**config.mk**
```make
export PLATFORM = sky130hd
export DESIGN_NAME = bfs_fault_bank
export DESIGN_NICKNAME = d
export VERILOG_FILES = /design/src/rtl/bfs_pkg.sv /design/src/rtl/bfs_fault_bank.sv
export VERILOG_INCLUDE_DIRS = /design/src /design/src/rtl
export SDC_FILE = /design/constraint.sdc
export NUM_CORES = 1
export LEC_CHECK = 0
export BUFFER_PORTS_ARGS = -buffer_cell sky130_fd_sc_hd__buf_2
export CORE_AREA = 2 2 319 321
export DETAILED_ROUTE_END_ITERATION = 6
export DIE_AREA = 0 0 321 323
export HOLD_SLACK_MARGIN = 0.06
export PLACE_DENSITY = 0.5
export SLEW_MARGIN = 0
export SYNTH_ARGS = -nofsm -noshare
export SYNTH_HDL_FRONTEND = slang
export SYNTH_SLANG_ARGS = --single-unit
```
**constraint.sdc**
```tcl
create_clock -name mclk_i -period 3.1 [get_ports mclk_i]
set_clock_uncertainty 0.1 [all_clocks]
set_input_delay 0 -clock mclk_i [delete_from_list [all_inputs] [get_ports mclk_i]]
set_output_delay 0 -clock mclk_i [all_outputs]
set_load 0.02 [all_outputs]
```
**src/rtl/bfs_params.svh**
```systemverilog
// bfs_params.svh: offsets, field positions and reset values of the fault status bank
// assumes inclusion by rtl/bfs_pkg.sv and rtl/bfs_fault_bank.sv
`ifndef BFS_PARAMS_SVH
`define BFS_PARAMS_SVH

// register indices; byte address is four times the index
`define BFS_IDX_SUMMARY      8'h52
`define BFS_IDX_CELL_LOW     8'h54
`define BFS_IDX_CELL_HIGH    8'h56
`define BFS_IDX_AUX          8'h58
`define BFS_IDX_CMP_LOW      8'h5a
`define BFS_IDX_CMP_HIGH     8'h5c
`define BFS_IDX_CONFIG       8'h60
`define BFS_IDX_IRQ_STATUS   8'h61
`define BFS_IDX_IRQ_MASK     8'h62

// summary bit positions
`define BFS_SUM_CELL_LOW     15
`define BFS_SUM_CELL_HIGH    14
`define BFS_SUM_AUX_LOW      13
`define BFS_SUM_AUX_HIGH     12
`define BFS_SUM_CMP_LOW      11
`define BFS_SUM_CMP_HIGH     10
`define BFS_SUM_LINK         9
`define BFS_SUM_SYSTEM       8
`define BFS_SUM_DIE          7
`define BFS_SUM_INPUT_PIN    6
`define BFS_SUM_LSB          6

// configuration field
`define BFS_CFG_SELF_CLEAR   0

// reset values
`define BFS_RST_FAULTS       16'h0000
`define BFS_RST_CONFIG       1'b0
`define BFS_RST_IRQ          10'h000

// axi responses
`define BFS_RESP_OKAY        2'b00
`define BFS_RESP_SLVERR      2'b10

`endif

```
**src/rtl/bfs_pkg.sv**
```systemverilog
// bfs_pkg: shared types of the fault status bank
// assumes bfs_params.svh is on the include path
`default_nettype none
`include "bfs_params.svh"

package bfs_pkg;
  typedef logic [15:0] bfs_word_t;
  typedef logic [9:0]  bfs_cat_t;
  typedef logic [7:0]  bfs_index_t;
endpackage : bfs_pkg
`default_nettype wire

```
**src/rtl/bfs_fault_bank.sv**
```systemverilog
// bfs_fault_bank: fault status registers of a 16-cell battery monitor, axi4-lite slave
// assumes stored results and thresholds come from logic on mclk_i; comparator flags are async
//
// Notes on behaviour
// - writing one to a summary bit clears all fault bits of that category, zero does nothing.
// - summary bits 15 to 6 read one while any fault bit of their category is set.
// - summary bits follow the live fault bits, which latch or self-clear per the mode bit.
// - summary bits 5 to 0 always read zero.
// - a cell low bit sets when its stored result is below the cell low threshold.
// - a cell high bit sets when its stored result is above the cell high threshold.
// - bit 0 of the cell and comparator registers is cell 1, rising with the cell number.
// - writing one to a per-channel fault bit clears it, writing zero leaves it.
// - in self-clear mode cell and aux bits drop once their condition is gone, else they latch.
// - the aux register holds aux low bits in 15:8 and aux high bits in 7:0, bit 0 is channel 0.
// - an aux low bit sets when its channel result is below that channel's low threshold.
// - an aux high bit sets when its channel result is above that channel's high threshold.
// - a comparator low bit sets when that cell's comparator reports undervoltage.
// - in self-clear mode comparator bits drop only when no analog-die fault exists, masked or not.
// - analog-die faults are system error bits 0 to 3 and every synchronised comparator low and high flag.
//
// The implementer's own choice: the AXI4-Lite register port.
`timescale 1ns/100ps
`default_nettype none
`include "bfs_params.svh"

module bfs_fault_bank
  import bfs_pkg::*;
(
  // clock and reset
  input  wire logic         mclk_i,
  input  wire logic         reset_i,
  // stored conversion results and thresholds, cell n+1 at slice n
  input  wire logic [255:0] cell_result_i,
  input  wire logic [15:0]  cell_low_threshold_i,
  input  wire logic [15:0]  cell_high_threshold_i,
  input  wire logic [127:0] aux_result_i,
  input  wire logic [127:0] aux_low_threshold_i,
  input  wire logic [127:0] aux_high_threshold_i,
  // analog comparator flags, asynchronous
  input  wire logic [15:0]  comparator_low_i,
  input  wire logic [15:0]  comparator_high_i,
  // other fault registers outside this bank
  input  wire logic [3:0]   system_error_i,
  input  wire logic [3:0]   ext_summary_i,
  output logic      [3:0]   ext_clear_o,
  // axi4-lite slave
  input  wire logic [9:0]   s_axi_awaddr,
  input  wire logic         s_axi_awvalid,
  output logic              s_axi_awready,
  input  wire logic [31:0]  s_axi_wdata,
  input  wire logic [3:0]   s_axi_wstrb,
  input  wire logic         s_axi_wvalid,
  output logic              s_axi_wready,
  output logic [1:0]        s_axi_bresp,
  output logic              s_axi_bvalid,
  input  wire logic         s_axi_bready,
  input  wire logic [9:0]   s_axi_araddr,
  input  wire logic         s_axi_arvalid,
  output logic              s_axi_arready,
  output logic [31:0]       s_axi_rdata,
  output logic [1:0]        s_axi_rresp,
  output logic              s_axi_rvalid,
  input  wire logic         s_axi_rready,
  // interrupt
  output logic              irq_o
);

  bfs_word_t  cell_low_bits_q;
  bfs_word_t  cell_high_bits_q;
  logic [7:0] aux_low_bits_q;
  logic [7:0] aux_high_bits_q;
  bfs_word_t  comparator_low_bits_q;
  bfs_word_t  comparator_high_bits_q;
  logic       self_clear_mode_q;
  bfs_cat_t   irq_status_q;
  bfs_cat_t   irq_mask_q;
  bfs_cat_t   summary_prev_q;
  bfs_word_t  cmp_low_meta_q;
  bfs_word_t  cmp_low_sync_q;
  bfs_word_t  cmp_high_meta_q;
  bfs_word_t  cmp_high_sync_q;

  // detection conditions, one per cell and aux channel
  bfs_word_t  cell_low_cond;
  bfs_word_t  cell_high_cond;
  logic [7:0] aux_low_cond;
  logic [7:0] aux_high_cond;

  genvar gi;
  generate
    for (gi = 0; gi < 16; gi = gi + 1) begin : g_cell
      assign cell_low_cond[gi]  = cell_result_i[gi*16 +: 16] < cell_low_threshold_i;
      assign cell_high_cond[gi] = cell_result_i[gi*16 +: 16] > cell_high_threshold_i;
      if (gi < 8) begin : g_aux
        assign aux_low_cond[gi]  = aux_result_i[gi*16 +: 16] < aux_low_threshold_i[gi*16 +: 16];
        assign aux_high_cond[gi] = aux_result_i[gi*16 +: 16] > aux_high_threshold_i[gi*16 +: 16];
      end
    end
  endgenerate

  // comparator low synchroniser
  always_ff @(posedge mclk_i) begin
    if (reset_i) begin
      cmp_low_meta_q <= `BFS_RST_FAULTS;
      cmp_low_sync_q <= `BFS_RST_FAULTS;
    end else begin
      cmp_low_meta_q <= comparator_low_i;
      cmp_low_sync_q <= cmp_low_meta_q;
    end
  end

  // comparator high synchroniser
  always_ff @(posedge mclk_i) begin
    if (reset_i) begin
      cmp_high_meta_q <= `BFS_RST_FAULTS;
      cmp_high_sync_q <= `BFS_RST_FAULTS;
    end else begin
      cmp_high_meta_q <= comparator_high_i;
      cmp_high_sync_q <= cmp_high_meta_q;
    end
  end

  // write channel holding registers
  logic       aw_held_q;
  logic [9:0] awaddr_q;
  logic       w_held_q;
  bfs_word_t  wdata_q;
  logic [1:0] wstrb_q;
  logic       bvalid_q;
  logic [1:0] bresp_q;

  // readies drop while a word is held, so nothing is overwritten
  assign s_axi_awready = ~aw_held_q;
  assign s_axi_wready  = ~w_held_q;
  assign s_axi_bvalid  = bvalid_q;
  assign s_axi_bresp   = bresp_q;

  logic       wr_fire;
  bfs_index_t wr_idx;
  bfs_word_t  wr_ones;
  logic       wr_mapped;

  assign wr_fire = aw_held_q & w_held_q & ~bvalid_q;
  assign wr_idx  = awaddr_q[9:2];
  // only the two low byte lanes reach the 16-bit registers
  assign wr_ones = wdata_q & {{8{wstrb_q[1]}}, {8{wstrb_q[0]}}};

  // unmapped indices answer slverr and change nothing
  always_comb begin
    case (wr_idx)
      `BFS_IDX_SUMMARY, `BFS_IDX_CELL_LOW, `BFS_IDX_CELL_HIGH, `BFS_IDX_AUX,
      `BFS_IDX_CMP_LOW, `BFS_IDX_CMP_HIGH, `BFS_IDX_CONFIG, `BFS_IDX_IRQ_STATUS,
      `BFS_IDX_IRQ_MASK: wr_mapped = 1'b1;
      default:           wr_mapped = 1'b0;
    endcase
  end

  // write address holding
  always_ff @(posedge mclk_i) begin
    if (reset_i) begin
      aw_held_q <= 1'b0;
      awaddr_q  <= 10'h000;
    end else if (s_axi_awvalid && !aw_held_q) begin
      aw_held_q <= 1'b1;
      awaddr_q  <= s_axi_awaddr;
    end else if (wr_fire) begin
      aw_held_q <= 1'b0;
    end
  end

  // write data holding
  always_ff @(posedge mclk_i) begin
    if (reset_i) begin
      w_held_q <= 1'b0;
      wdata_q  <= `BFS_RST_FAULTS;
      wstrb_q  <= 2'h0;
    end else if (s_axi_wvalid && !w_held_q) begin
      w_held_q <= 1'b1;
      wdata_q  <= s_axi_wdata[15:0];
      wstrb_q  <= s_axi_wstrb[1:0];
    end else if (wr_fire) begin
      w_held_q <= 1'b0;
    end
  end

  // write response; a new write waits until bready drops bvalid
  always_ff @(posedge mclk_i) begin
    if (reset_i) begin
      bvalid_q <= 1'b0;
      bresp_q  <= `BFS_RESP_OKAY;
    end else if (wr_fire) begin
      bvalid_q <= 1'b1;
      bresp_q  <= wr_mapped ? `BFS_RESP_OKAY : `BFS_RESP_SLVERR;
    end else if (s_axi_bready) begin
      bvalid_q <= 1'b0;
    end
  end

  // clear vectors from register writes and summary writes
  logic      wr_sum;
  bfs_word_t clr_cell_low;
  bfs_word_t clr_cell_high;
  bfs_word_t clr_aux;
  bfs_word_t clr_cmp_low;
  bfs_word_t clr_cmp_high;

  assign wr_sum = wr_fire && (wr_idx == `BFS_IDX_SUMMARY);
  assign clr_cell_low  = (wr_fire && wr_idx == `BFS_IDX_CELL_LOW  ? wr_ones : 16'h0000)
                       | {16{wr_sum & wr_ones[`BFS_SUM_CELL_LOW]}};
  assign clr_cell_high = (wr_fire && wr_idx == `BFS_IDX_CELL_HIGH ? wr_ones : 16'h0000)
                       | {16{wr_sum & wr_ones[`BFS_SUM_CELL_HIGH]}};
  assign clr_aux       = (wr_fire && wr_idx == `BFS_IDX_AUX       ? wr_ones : 16'h0000)
                       | {{8{wr_sum & wr_ones[`BFS_SUM_AUX_LOW]}},
                          {8{wr_sum & wr_ones[`BFS_SUM_AUX_HIGH]}}};
  assign clr_cmp_low   = (wr_fire && wr_idx == `BFS_IDX_CMP_LOW   ? wr_ones : 16'h0000)
                       | {16{wr_sum & wr_ones[`BFS_SUM_CMP_LOW]}};
  assign clr_cmp_high  = (wr_fire && wr_idx == `BFS_IDX_CMP_HIGH  ? wr_ones : 16'h0000)
                       | {16{wr_sum & wr_ones[`BFS_SUM_CMP_HIGH]}};

  // any analog-die condition still present blocks comparator self-clear
  logic analog_die_fault;
  logic cmp_auto;
  assign analog_die_fault = (|system_error_i) | (|cmp_low_sync_q) | (|cmp_high_sync_q);
  assign cmp_auto         = self_clear_mode_q & ~analog_die_fault;

  // cell bits: set wins over clear
  always_ff @(posedge mclk_i) begin
    if (reset_i) begin
      cell_low_bits_q  <= `BFS_RST_FAULTS;
      cell_high_bits_q <= `BFS_RST_FAULTS;
    end else begin
      cell_low_bits_q  <= cell_low_cond
                        | (cell_low_bits_q & ~clr_cell_low & ~{16{self_clear_mode_q}});
      cell_high_bits_q <= cell_high_cond
                        | (cell_high_bits_q & ~clr_cell_high & ~{16{self_clear_mode_q}});
    end
  end

  // aux bits, same scheme as the cells
  always_ff @(posedge mclk_i) begin
    if (reset_i) begin
      aux_low_bits_q  <= 8'h00;
      aux_high_bits_q <= 8'h00;
    end else begin
      aux_low_bits_q  <= aux_low_cond
                       | (aux_low_bits_q & ~clr_aux[15:8] & ~{8{self_clear_mode_q}});
      aux_high_bits_q <= aux_high_cond
                       | (aux_high_bits_q & ~clr_aux[7:0] & ~{8{self_clear_mode_q}});
    end
  end

  // comparator bits: hold while any analog-die fault remains
  always_ff @(posedge mclk_i) begin
    if (reset_i) begin
      comparator_low_bits_q  <= `BFS_RST_FAULTS;
      comparator_high_bits_q <= `BFS_RST_FAULTS;
    end else begin
      comparator_low_bits_q  <= cmp_low_sync_q
                              | (comparator_low_bits_q & ~clr_cmp_low & ~{16{cmp_auto}});
      comparator_high_bits_q <= cmp_high_sync_q
                              | (comparator_high_bits_q & ~clr_cmp_high & ~{16{cmp_auto}});
    end
  end

  // summary of live state
  bfs_cat_t  summary;
  bfs_word_t summary_word;
  assign summary = {|cell_low_bits_q, |cell_high_bits_q, |aux_low_bits_q, |aux_high_bits_q,
                    |comparator_low_bits_q, |comparator_high_bits_q, ext_summary_i};
  assign summary_word = {summary, 6'h00};

  // clears for registers kept outside this bank
  assign ext_clear_o = wr_sum ? wr_ones[`BFS_SUM_LINK:`BFS_SUM_INPUT_PIN] : 4'h0;

  // self-clear mode, low byte lane only
  always_ff @(posedge mclk_i) begin
    if (reset_i) begin
      self_clear_mode_q <= `BFS_RST_CONFIG;
    end else if (wr_fire && wr_idx == `BFS_IDX_CONFIG && wstrb_q[0]) begin
      self_clear_mode_q <= wdata_q[`BFS_CFG_SELF_CLEAR];
    end
  end

  // interrupt mask, per byte lane
  always_ff @(posedge mclk_i) begin
    if (reset_i) begin
      irq_mask_q <= `BFS_RST_IRQ;
    end else if (wr_fire && wr_idx == `BFS_IDX_IRQ_MASK) begin
      irq_mask_q <= (irq_mask_q & ~{{2{wstrb_q[1]}}, {8{wstrb_q[0]}}})
                  | (wdata_q[9:0] & {{2{wstrb_q[1]}}, {8{wstrb_q[0]}}});
    end
  end

  // read channel
  logic       rvalid_q;
  logic [31:0] rdata_q;
  logic [1:0] rresp_q;
  logic       rd_fire;
  bfs_index_t rd_idx;
  bfs_word_t  rd_word;
  logic       rd_mapped;

  // one read in flight; arready returns once rvalid drops
  assign s_axi_arready = ~rvalid_q;
  assign s_axi_rvalid  = rvalid_q;
  assign s_axi_rdata   = rdata_q;
  assign s_axi_rresp   = rresp_q;
  assign rd_fire       = s_axi_arvalid & ~rvalid_q;
  assign rd_idx        = s_axi_araddr[9:2];

  always_comb begin
    rd_mapped = 1'b1;
    case (rd_idx)
      `BFS_IDX_SUMMARY:    rd_word = summary_word;
      `BFS_IDX_CELL_LOW:   rd_word = cell_low_bits_q;
      `BFS_IDX_CELL_HIGH:  rd_word = cell_high_bits_q;
      `BFS_IDX_AUX:        rd_word = {aux_low_bits_q, aux_high_bits_q};
      `BFS_IDX_CMP_LOW:    rd_word = comparator_low_bits_q;
      `BFS_IDX_CMP_HIGH:   rd_word = comparator_high_bits_q;
      `BFS_IDX_CONFIG:     rd_word = {15'h0000, self_clear_mode_q};
      // status reads its value before the read clears it
      `BFS_IDX_IRQ_STATUS: rd_word = {6'h00, irq_status_q};
      `BFS_IDX_IRQ_MASK:   rd_word = {6'h00, irq_mask_q};
      default: begin
        rd_word   = 16'h0000;
        rd_mapped = 1'b0;
      end
    endcase
  end

  // read response flag and code
  always_ff @(posedge mclk_i) begin
    if (reset_i) begin
      rvalid_q <= 1'b0;
      rresp_q  <= `BFS_RESP_OKAY;
    end else if (rd_fire) begin
      rvalid_q <= 1'b1;
      rresp_q  <= rd_mapped ? `BFS_RESP_OKAY : `BFS_RESP_SLVERR;
    end else if (s_axi_rready) begin
      rvalid_q <= 1'b0;
    end
  end

  // read data, captured at the take so it stands until rready
  always_ff @(posedge mclk_i) begin
    if (reset_i) begin
      rdata_q <= 32'h0000_0000;
    end else if (rd_fire) begin
      rdata_q <= {16'h0000, rd_word};
    end
  end

  // interrupt status: rising summary bit sets, read clears, set wins
  bfs_cat_t irq_rise;
  logic     irq_rd_clr;
  assign irq_rise   = summary & ~summary_prev_q;
  assign irq_rd_clr = rd_fire && (rd_idx == `BFS_IDX_IRQ_STATUS);

  always_ff @(posedge mclk_i) begin
    if (reset_i) begin
      summary_prev_q <= `BFS_RST_IRQ;
      irq_status_q   <= `BFS_RST_IRQ;
    end else begin
      summary_prev_q <= summary;
      irq_status_q   <= irq_rise | (irq_rd_clr ? `BFS_RST_IRQ : irq_status_q);
    end
  end

  // interrupt line, registered so it cannot glitch
  always_ff @(posedge mclk_i) begin
    if (reset_i) begin
      irq_o <= 1'b0;
    end else begin
      irq_o <= |(irq_status_q & irq_mask_q);
    end
  end

endmodule : bfs_fault_bank
`default_nettype wire

```
==> Word-level counts from Yosys, hierarchy flattened <==
Cells that the tools add are included.
{ "totals": {"wordCells": 198, "in_bits": 775, "reg_bits": 228, "output_inout_bits": 46} }
{ "op_classes": {"n_lt_le_gt_ge": 48, "n_mux": 19, "reduce_logical": 30, "bitwise": 58, "eq_ne": 18} }
{ "op_table": {"columns": ["cell", "n"], "rows": [
  ["$gt A16 B16 Y1", 24],
  ["$lt A16 B16 Y1", 24],
  ["$and A16 B16 Y16", 9],
  ["$eq A8 B7 Y1 const B", 18],
  ["$or A16 B16 Y16", 9],
  ["$pmux W16 S9", 1],
  ["$not A16 Y16", 6],
  ["$reduce_or A16 Y1", 6],
  ["$mux W16", 5],
  ["$and A10 B10 Y10", 4],
  ["$and A8 B8 Y8", 4],
  ["$not A8 Y8", 3],
  ["$not A10 Y10", 2],
  ["$or A10 B10 Y10", 2],
  ["$reduce_or A9 Y1", 2],
  ["$or A8 B8 Y8", 2],
  ["$reduce_or A8 Y1", 2],
  ["$logic_and A1 B1 Y1", 12],
  ["$and A1 B1 Y1", 10],
  ["$mux W10", 1],
  ["$reduce_or A10 Y1", 1],
  ["$mux W1", 9],
  ["$reduce_bool A2 Y1", 4],
  ["$not A1 Y1", 5],
  ["5 further kinds", 8]
]} }

==> Depth between registers and ports, before layout <==
{ "logic_depth": {"depth_word": 9, "depth_mapped": 7, "depth_no_buf": 7} }

==> Worst setup path before layout <==
No wires, ideal clock.
{ "synth_path": {"path_kind": "register to register", "start": "register bvalid_q, in the netlist s_axi_bvalid", "end": "register aux_low_bits_q[4]", "period_less_slack_ns": 1.963, "n_path_buf": 1, "setup_slack_ns": 1.137, "setup_ns": 0.117, "required_ns": 2.883, "stages_incl_launch_ff": 7, "t_arrival_ns": 1.746, "path_cell_list": "dfxtp_1 -> and4bb_2 -> nand2_2 -> or3_1 -> buf_6 -> o21a_4 -> a32o_1"} }
{ "synth_via": {"elab_chain_len": 9, "elab_cells_between_ends": 11, "classes_between": "mux: 1; bitwise: 8; reduce/logical: 2"} }
{ "synth_lines": {"columns": ["item", "line", "rtl"], "rows": [
  ["start: declaration", "bfs_fault_bank.sv:129", "logic bvalid_q;"],
  ["start signal: assignment", "bfs_fault_bank.sv:189", "bvalid_q <= 1'b0;"],
  ["start signal: assignment", "bfs_fault_bank.sv:192", "bvalid_q <= 1'b1;"],
  ["start signal: assignment", "bfs_fault_bank.sv:195", "bvalid_q <= 1'b0;"],
  ["$not A1 Y1 *", "bfs_fault_bank.sv:143", "assign wr_fire = aw_held_q & w_held_q & ~bvalid_q;"],
  ["$and A1 B1 Y1 *", "bfs_fault_bank.sv:143", null],
  ["$logic_and A1 B1 Y1 (on tied branches)", null, null],
  ["$mux W16 / $and A1 B1 Y1 (equally long branches)", "bfs_fault_bank.sv:212, bfs_fault_bank.sv:213", null],
  ["$or A16 B16 Y16 *", "bfs_fault_bank.sv:212", "assign clr_aux = (wr_fire && wr_idx == `BFS_IDX_AUX ? wr_ones : 16'h0000)"],
  ["$not A8 Y8 *", "bfs_fault_bank.sv:246", "| (aux_low_bits_q & ~clr_aux[15:8] & ~{8{self_clear_mode_q}});"],
  ["$and A8 B8 Y8 * (2 in series)", "bfs_fault_bank.sv:246", null],
  ["$or A8 B8 Y8 *", "bfs_fault_bank.sv:246", null],
  ["end signal: assignment", "bfs_fault_bank.sv:245", "aux_low_bits_q <= aux_low_cond"],
  ["end: declaration", "bfs_fault_bank.sv:70", "logic [7:0] aux_low_bits_q;"]
]} }
Every way passes the cells marked *; elsewhere a longest branch is shown, timed or not.
A chain may end at the register's enable or synchronous reset.

==> Final worst setup path <==
{ "layout_path": {"start": "register awaddr_q[4]", "end": "register cell_low_bits_q[8]"} }
{ "layout_via": {"elab_chain_len": 8, "elab_cells_between_ends": 11, "classes_between": "eq/ne: 2; mux: 1; bitwise: 6; reduce/logical: 2"} }
{ "layout_lines": {"columns": ["item", "line", "rtl"], "rows": [
  ["start: declaration", "bfs_fault_bank.sv:125", "logic [9:0] awaddr_q;"],
  ["start signal: assignment", "bfs_fault_bank.sv:165", "awaddr_q <= s_axi_awaddr;"],
  ["$eq A8 B7 Y1", null, null],
  ["$logic_and A1 B1 Y1 (on tied branches)", null, null],
  ["$mux W16 / $and A1 B1 Y1 (equally long branches)", "bfs_fault_bank.sv:208, bfs_fault_bank.sv:209", null],
  ["$or A16 B16 Y16 *", "bfs_fault_bank.sv:208", "assign clr_cell_low = (wr_fire && wr_idx == `BFS_IDX_CELL_LOW ? wr_ones : 16'h0000)"],
  ["$not A16 Y16 *", "bfs_fault_bank.sv:233", "| (cell_low_bits_q & ~clr_cell_low & ~{16{self_clear_mode_q}});"],
  ["$and A16 B16 Y16 * (2 in series)", "bfs_fault_bank.sv:233", null],
  ["$or A16 B16 Y16 *", "bfs_fault_bank.sv:233", null],
  ["end signal: assignment", "bfs_fault_bank.sv:229", "cell_low_bits_q <= `BFS_RST_FAULTS;"],
  ["end signal: assignment", "bfs_fault_bank.sv:232", "cell_low_bits_q <= cell_low_cond"],
  ["end: declaration", "bfs_fault_bank.sv:68", "bfs_word_t cell_low_bits_q;"]
]} }
Marked as above.

==> reports/metrics.csv <==
stage;metric;value;unit
run_status;run status;finished clean;
critical_path;crit path DAT;3.30;ns
synthesis;Synth Area in XOR/XNOR;0;%
critical_path;Bufs and invs on worst path;1;
synthesis;largest cells by area after synthesis;ha_1 (36%), dfxtp_1 (17%), a21oi_1 (5.6%);
drt;Antenna Nets Post-Route;0;
floorplan;initial core utilization;25.76;%
clock_network;clk sinks;224;
placement;GP Congestion;0.9562;
clock_network;total CTS buffers;26;
synthesis;Post-synth top cells;ha_1 (744), inv_1 (383), a21oi_1 (291);
grt;Total GRT Usage;23.38;%
clock_network;H-tree depth;1;
floorplan;Die Wd;321;um
timing;Fin. Hold Viols;0;
timing;setup_tns;0;ns
timing;post-route minimum period;2.950;ns
critical_path;path length in cells of the critical path;5;
timing;RSZ-0062 raised after global routing;no;
power_and_ir_drop;PD cells;302.9;nW/um^2
synthesis;ys flop type;dfxtp_1;
synthesis;FFs w/ async S/R, synth;0;%
finish;ratio of cells with drive above 1 in the final layout;22.58;%
clock_network;Clock Tree Root;clkbuf_16;
floorplan;chip height;323;um
critical_path;Worst Setup End Kind;flip-flop;
synthesis;largest family of logic cells by synthesized area;adder cells;
critical_path;crit path kind;flip-flop to flip-flop;
critical_path;CP Max Fanout;16;
drt;DRC errors left;0;
synthesis;top-area cell type share of the netlist area;35.88;%
grt;vias in the first global route;28140;
drt;drt wl/cell;22.86;um
synthesis;multiplexer share of the synthesized area;1.529;%
finish;fin util;34.90;%
timing;FMAX;339.0;MHz
drt;detailed-route via count;28350;
critical_path;delay-heaviest family, CP;simple AND/OR/NAND/NOR gates;
clock_network;Post-CTS Resized;0;
synthesis;Post-synth EDFFs;0;
critical_path;r2r worst-path depth;5;
critical_path;Slowest-stage cell, CP;and4b_1;
synthesis;Seq cells post-synth;224;
critical_path;Crit path required time;3.45;ns
drt;drt first-iter violations;1708;
synthesis;most frequent cell after synthesis;ha_1;
timing;Slew Limit Fails;0;
synthesis;Seq/Total Area, Yosys;17.28;%
synthesis;synthesized area;25940;um^2
synthesis;post-synthesis compound-gate area fraction;21.83;%
timing;Slew Limit Headroom;29.27;%
power_and_ir_drop;P_leak;18.21;nW
power_and_ir_drop;Max IR drop VDD;353.7;uV
critical_path;crit path launch type;flip-flop;
finish;nets;5738;
drt;Initial DRT Pass Iterations;5;
critical_path;Max stage delay on crit path;0.69;ns
floorplan;Core Box Area;100700;um^2
power_and_ir_drop;Pwr Total;10.64;mW
grt;first-pass GRT wire length;180800;um
grt;gr ovfl total;0;
synthesis;Cells after Synth;3160;
clock_network;Clock transition at path regs;0.06;ns
timing;slew of the pin with the lowest slew margin;1.060;ns
synthesis;Synth Area per Inst;8.210;um^2
worst_hold_path;Tightest Hold Check Type;input port to flip-flop;
finish;Syn-to-layout area delta;35.47;%
synthesis;post-synth top area cell;ha_1;
synthesis;Post-Synth Simple-Gate Area;16.35;%
synthesis;Ys Warns;0;
synthesis;Post-Synth Adder-Cell Area;35.88;%
placement;placed insts;5271;
timing;Tcrit/Tclk final;95.17;%
floorplan;# IOs;821;
drt;vias per cell;5.087;
grt;largest net degree at the start of global routing;68;
critical_path;crit-path cells;nor2b_1 > and4b_1 > nand3_1 > a32o_1 > dlygate4sd3_1;
floorplan;# rows;117;
synthesis;post-synth cell types;72;
clock_network;Worst-Skew Late Latency;0.56;ns
placement;HPWL after detailed placement;107300;um
floorplan;die area;103700;um^2
run;Max Cap Violations;0;
timing;Setup Viol. Count Final;0;
clock_network;Clock Path Buffers;3;
finish;count of non-filler cells in the finished layout;5574;
worst_hold_path;WHS Path Cells;5;
placement;Port-buffer cells;780;
clock_network;CTS tree;done;
drt;final WL;127400;um
grt;initial antenna violation count;38;
-- logic make-up (layout without fill, tap and decap cells) --
logic type	Yosys count	count (layout)
multiplexers	39	39
other	1	45
flip-flops	224	224
AND/OR/NAND/NOR	804	804
buffers and inverters	465	1526
adder cells (fa/ha/maj)	744	744
AO/OA/AOI/OAI	883	883
-- power breakdown --
part	total [mW]	switching, mW	internal [mW]	leakage (nW)
Combinational	3.91	2.10	1.81	15.9
Clock	3.41	1.34	2.07	0.460
Sequential	3.32	0.237	3.09	1.85
Total	10.6	3.68	6.96	18.2
-- metrics by stage --
stage | area, um^2 | setup WS (ns) | hold slack [ns]
after global placement | 31850 | 0.4393 | 0.1119
after CTS | 35060 | 0.1905 | 0.06027
after global routing | 35130 | 0.04711 | 0.09209
after detailed placement | 31850 | 0.4126 | 0.1144
after floorplan | 26010 | 1.137 | 0.02818
final | 35150 | 0.1497 | 0.06253
-- cell usage in the layout, fill, tap and decap left out, types with 10 or more instances in the layout --
| master | netlist | routed |
|---|---|---|
| buf_2 | 12 | 779 |
| ha_1 | 744 | 744 |
| inv_1 | 383 | 383 |
| a21oi_1 | 291 | 291 |
| nand2_1 | 230 | 230 |
| dlygate4sd3_1 | 0 | 226 |
| dfxtp_1 | 224 | 224 |
| o21ai_0 | 177 | 177 |
| nand3_1 | 122 | 122 |
| a21o_1 | 121 | 121 |
| nor2b_1 | 96 | 96 |
| nor2_1 | 94 | 94 |
| buf_4 | 20 | 86 |
| nand4_1 | 76 | 76 |
| o22ai_1 | 57 | 57 |
| a211oi_1 | 41 | 41 |
| nor3_1 | 37 | 37 |
| and4_1 | 36 | 36 |
| mux2i_1 | 34 | 34 |
| nand2b_1 | 33 | 33 |
| a2111oi_0 | 32 | 32 |
| diode_2 | 0 | 27 |
| a32o_1 | 27 | 27 |
| nor4_1 | 26 | 26 |
| clkbuf_16 | 0 | 26 |
| a221oi_1 | 21 | 21 |
| conb_1 | 1 | 18 |
| a31o_2 | 17 | 17 |
| a221o_1 | 17 | 17 |
| a22o_1 | 12 | 12 |
| a22oi_1 | 10 | 10 |
-- worst reg2reg max path, stage by stage, from the launching register on --
cell	delay, ns
dfxtp_1	0.59
nor2b_1	0.24
and4b_1	0.69
nand3_1	0.35
a32o_1	0.34
dlygate4sd3_1	0.54
-- layout make-up --
| class | count | area, um^2 |
|---|---|---|
| inverter | 383 | 1438 |
| clock inverter | 14 | 224.0 |
| multi-input combinational | 2488 | 19680 |
| fill | 10870 | 65570 |
| tap | 1309 | 1638 |
| antenna | 27 | 67.56 |
| sequential | 224 | 4484 |
| timing repair buffer | 1096 | 6898 |
| clock buffer | 33 | 716.9 |
-- registers in the layout, summed over array words and instances, names as in the netlist, 8 cells and up, named ones only --
name,cells
summary_prev_q,10
irq_status_q,10
s_axi_rdata,16
cell_high_bits_q,16
comparator_low_bits_q,16
cmp_low_sync_q,16
wdata_q,16
cmp_high_meta_q,16
comparator_high_bits_q,16
cmp_low_meta_q,16
awaddr_q,8
cell_low_bits_q,16
aux_low_bits_q,8
cmp_high_sync_q,16
aux_high_bits_q,8
-- final timing paths --
path | slack (ns) | to | from
setup / recovery | 0.15 | cell_low_bits_q[8] | awaddr_q[4]
hold reg to reg | 0.32 | irq_status_q[5] | summary_prev_q[5]
setup reg to reg | 0.15 | cell_low_bits_q[8] | awaddr_q[4]
hold / removal | 0.06 | aux_low_bits_q[3] | aux_low_threshold_i[63]
-- metal layers --
metal | routed length (um) | vias up | global-route usage (%)
met2 | 60400 | 861 | 39.80
met1 | 55670 | 13390 | 29.81
met4 | 5149 | 12 | 9.470
met3 | 6104 | 218 | 2.955
li1 | - | 13870 | -
met5 | 71 | - | 0
-- repair_timing --
item | in CTS | in global routing
endpoints found under the setup margin | 0 | 3
hold buffers | 226 | 0
setup buffers | 0 | 3
hold endpoints to repair | 139 | 0
Note: power is estimated with default switching activity, not from simulation.
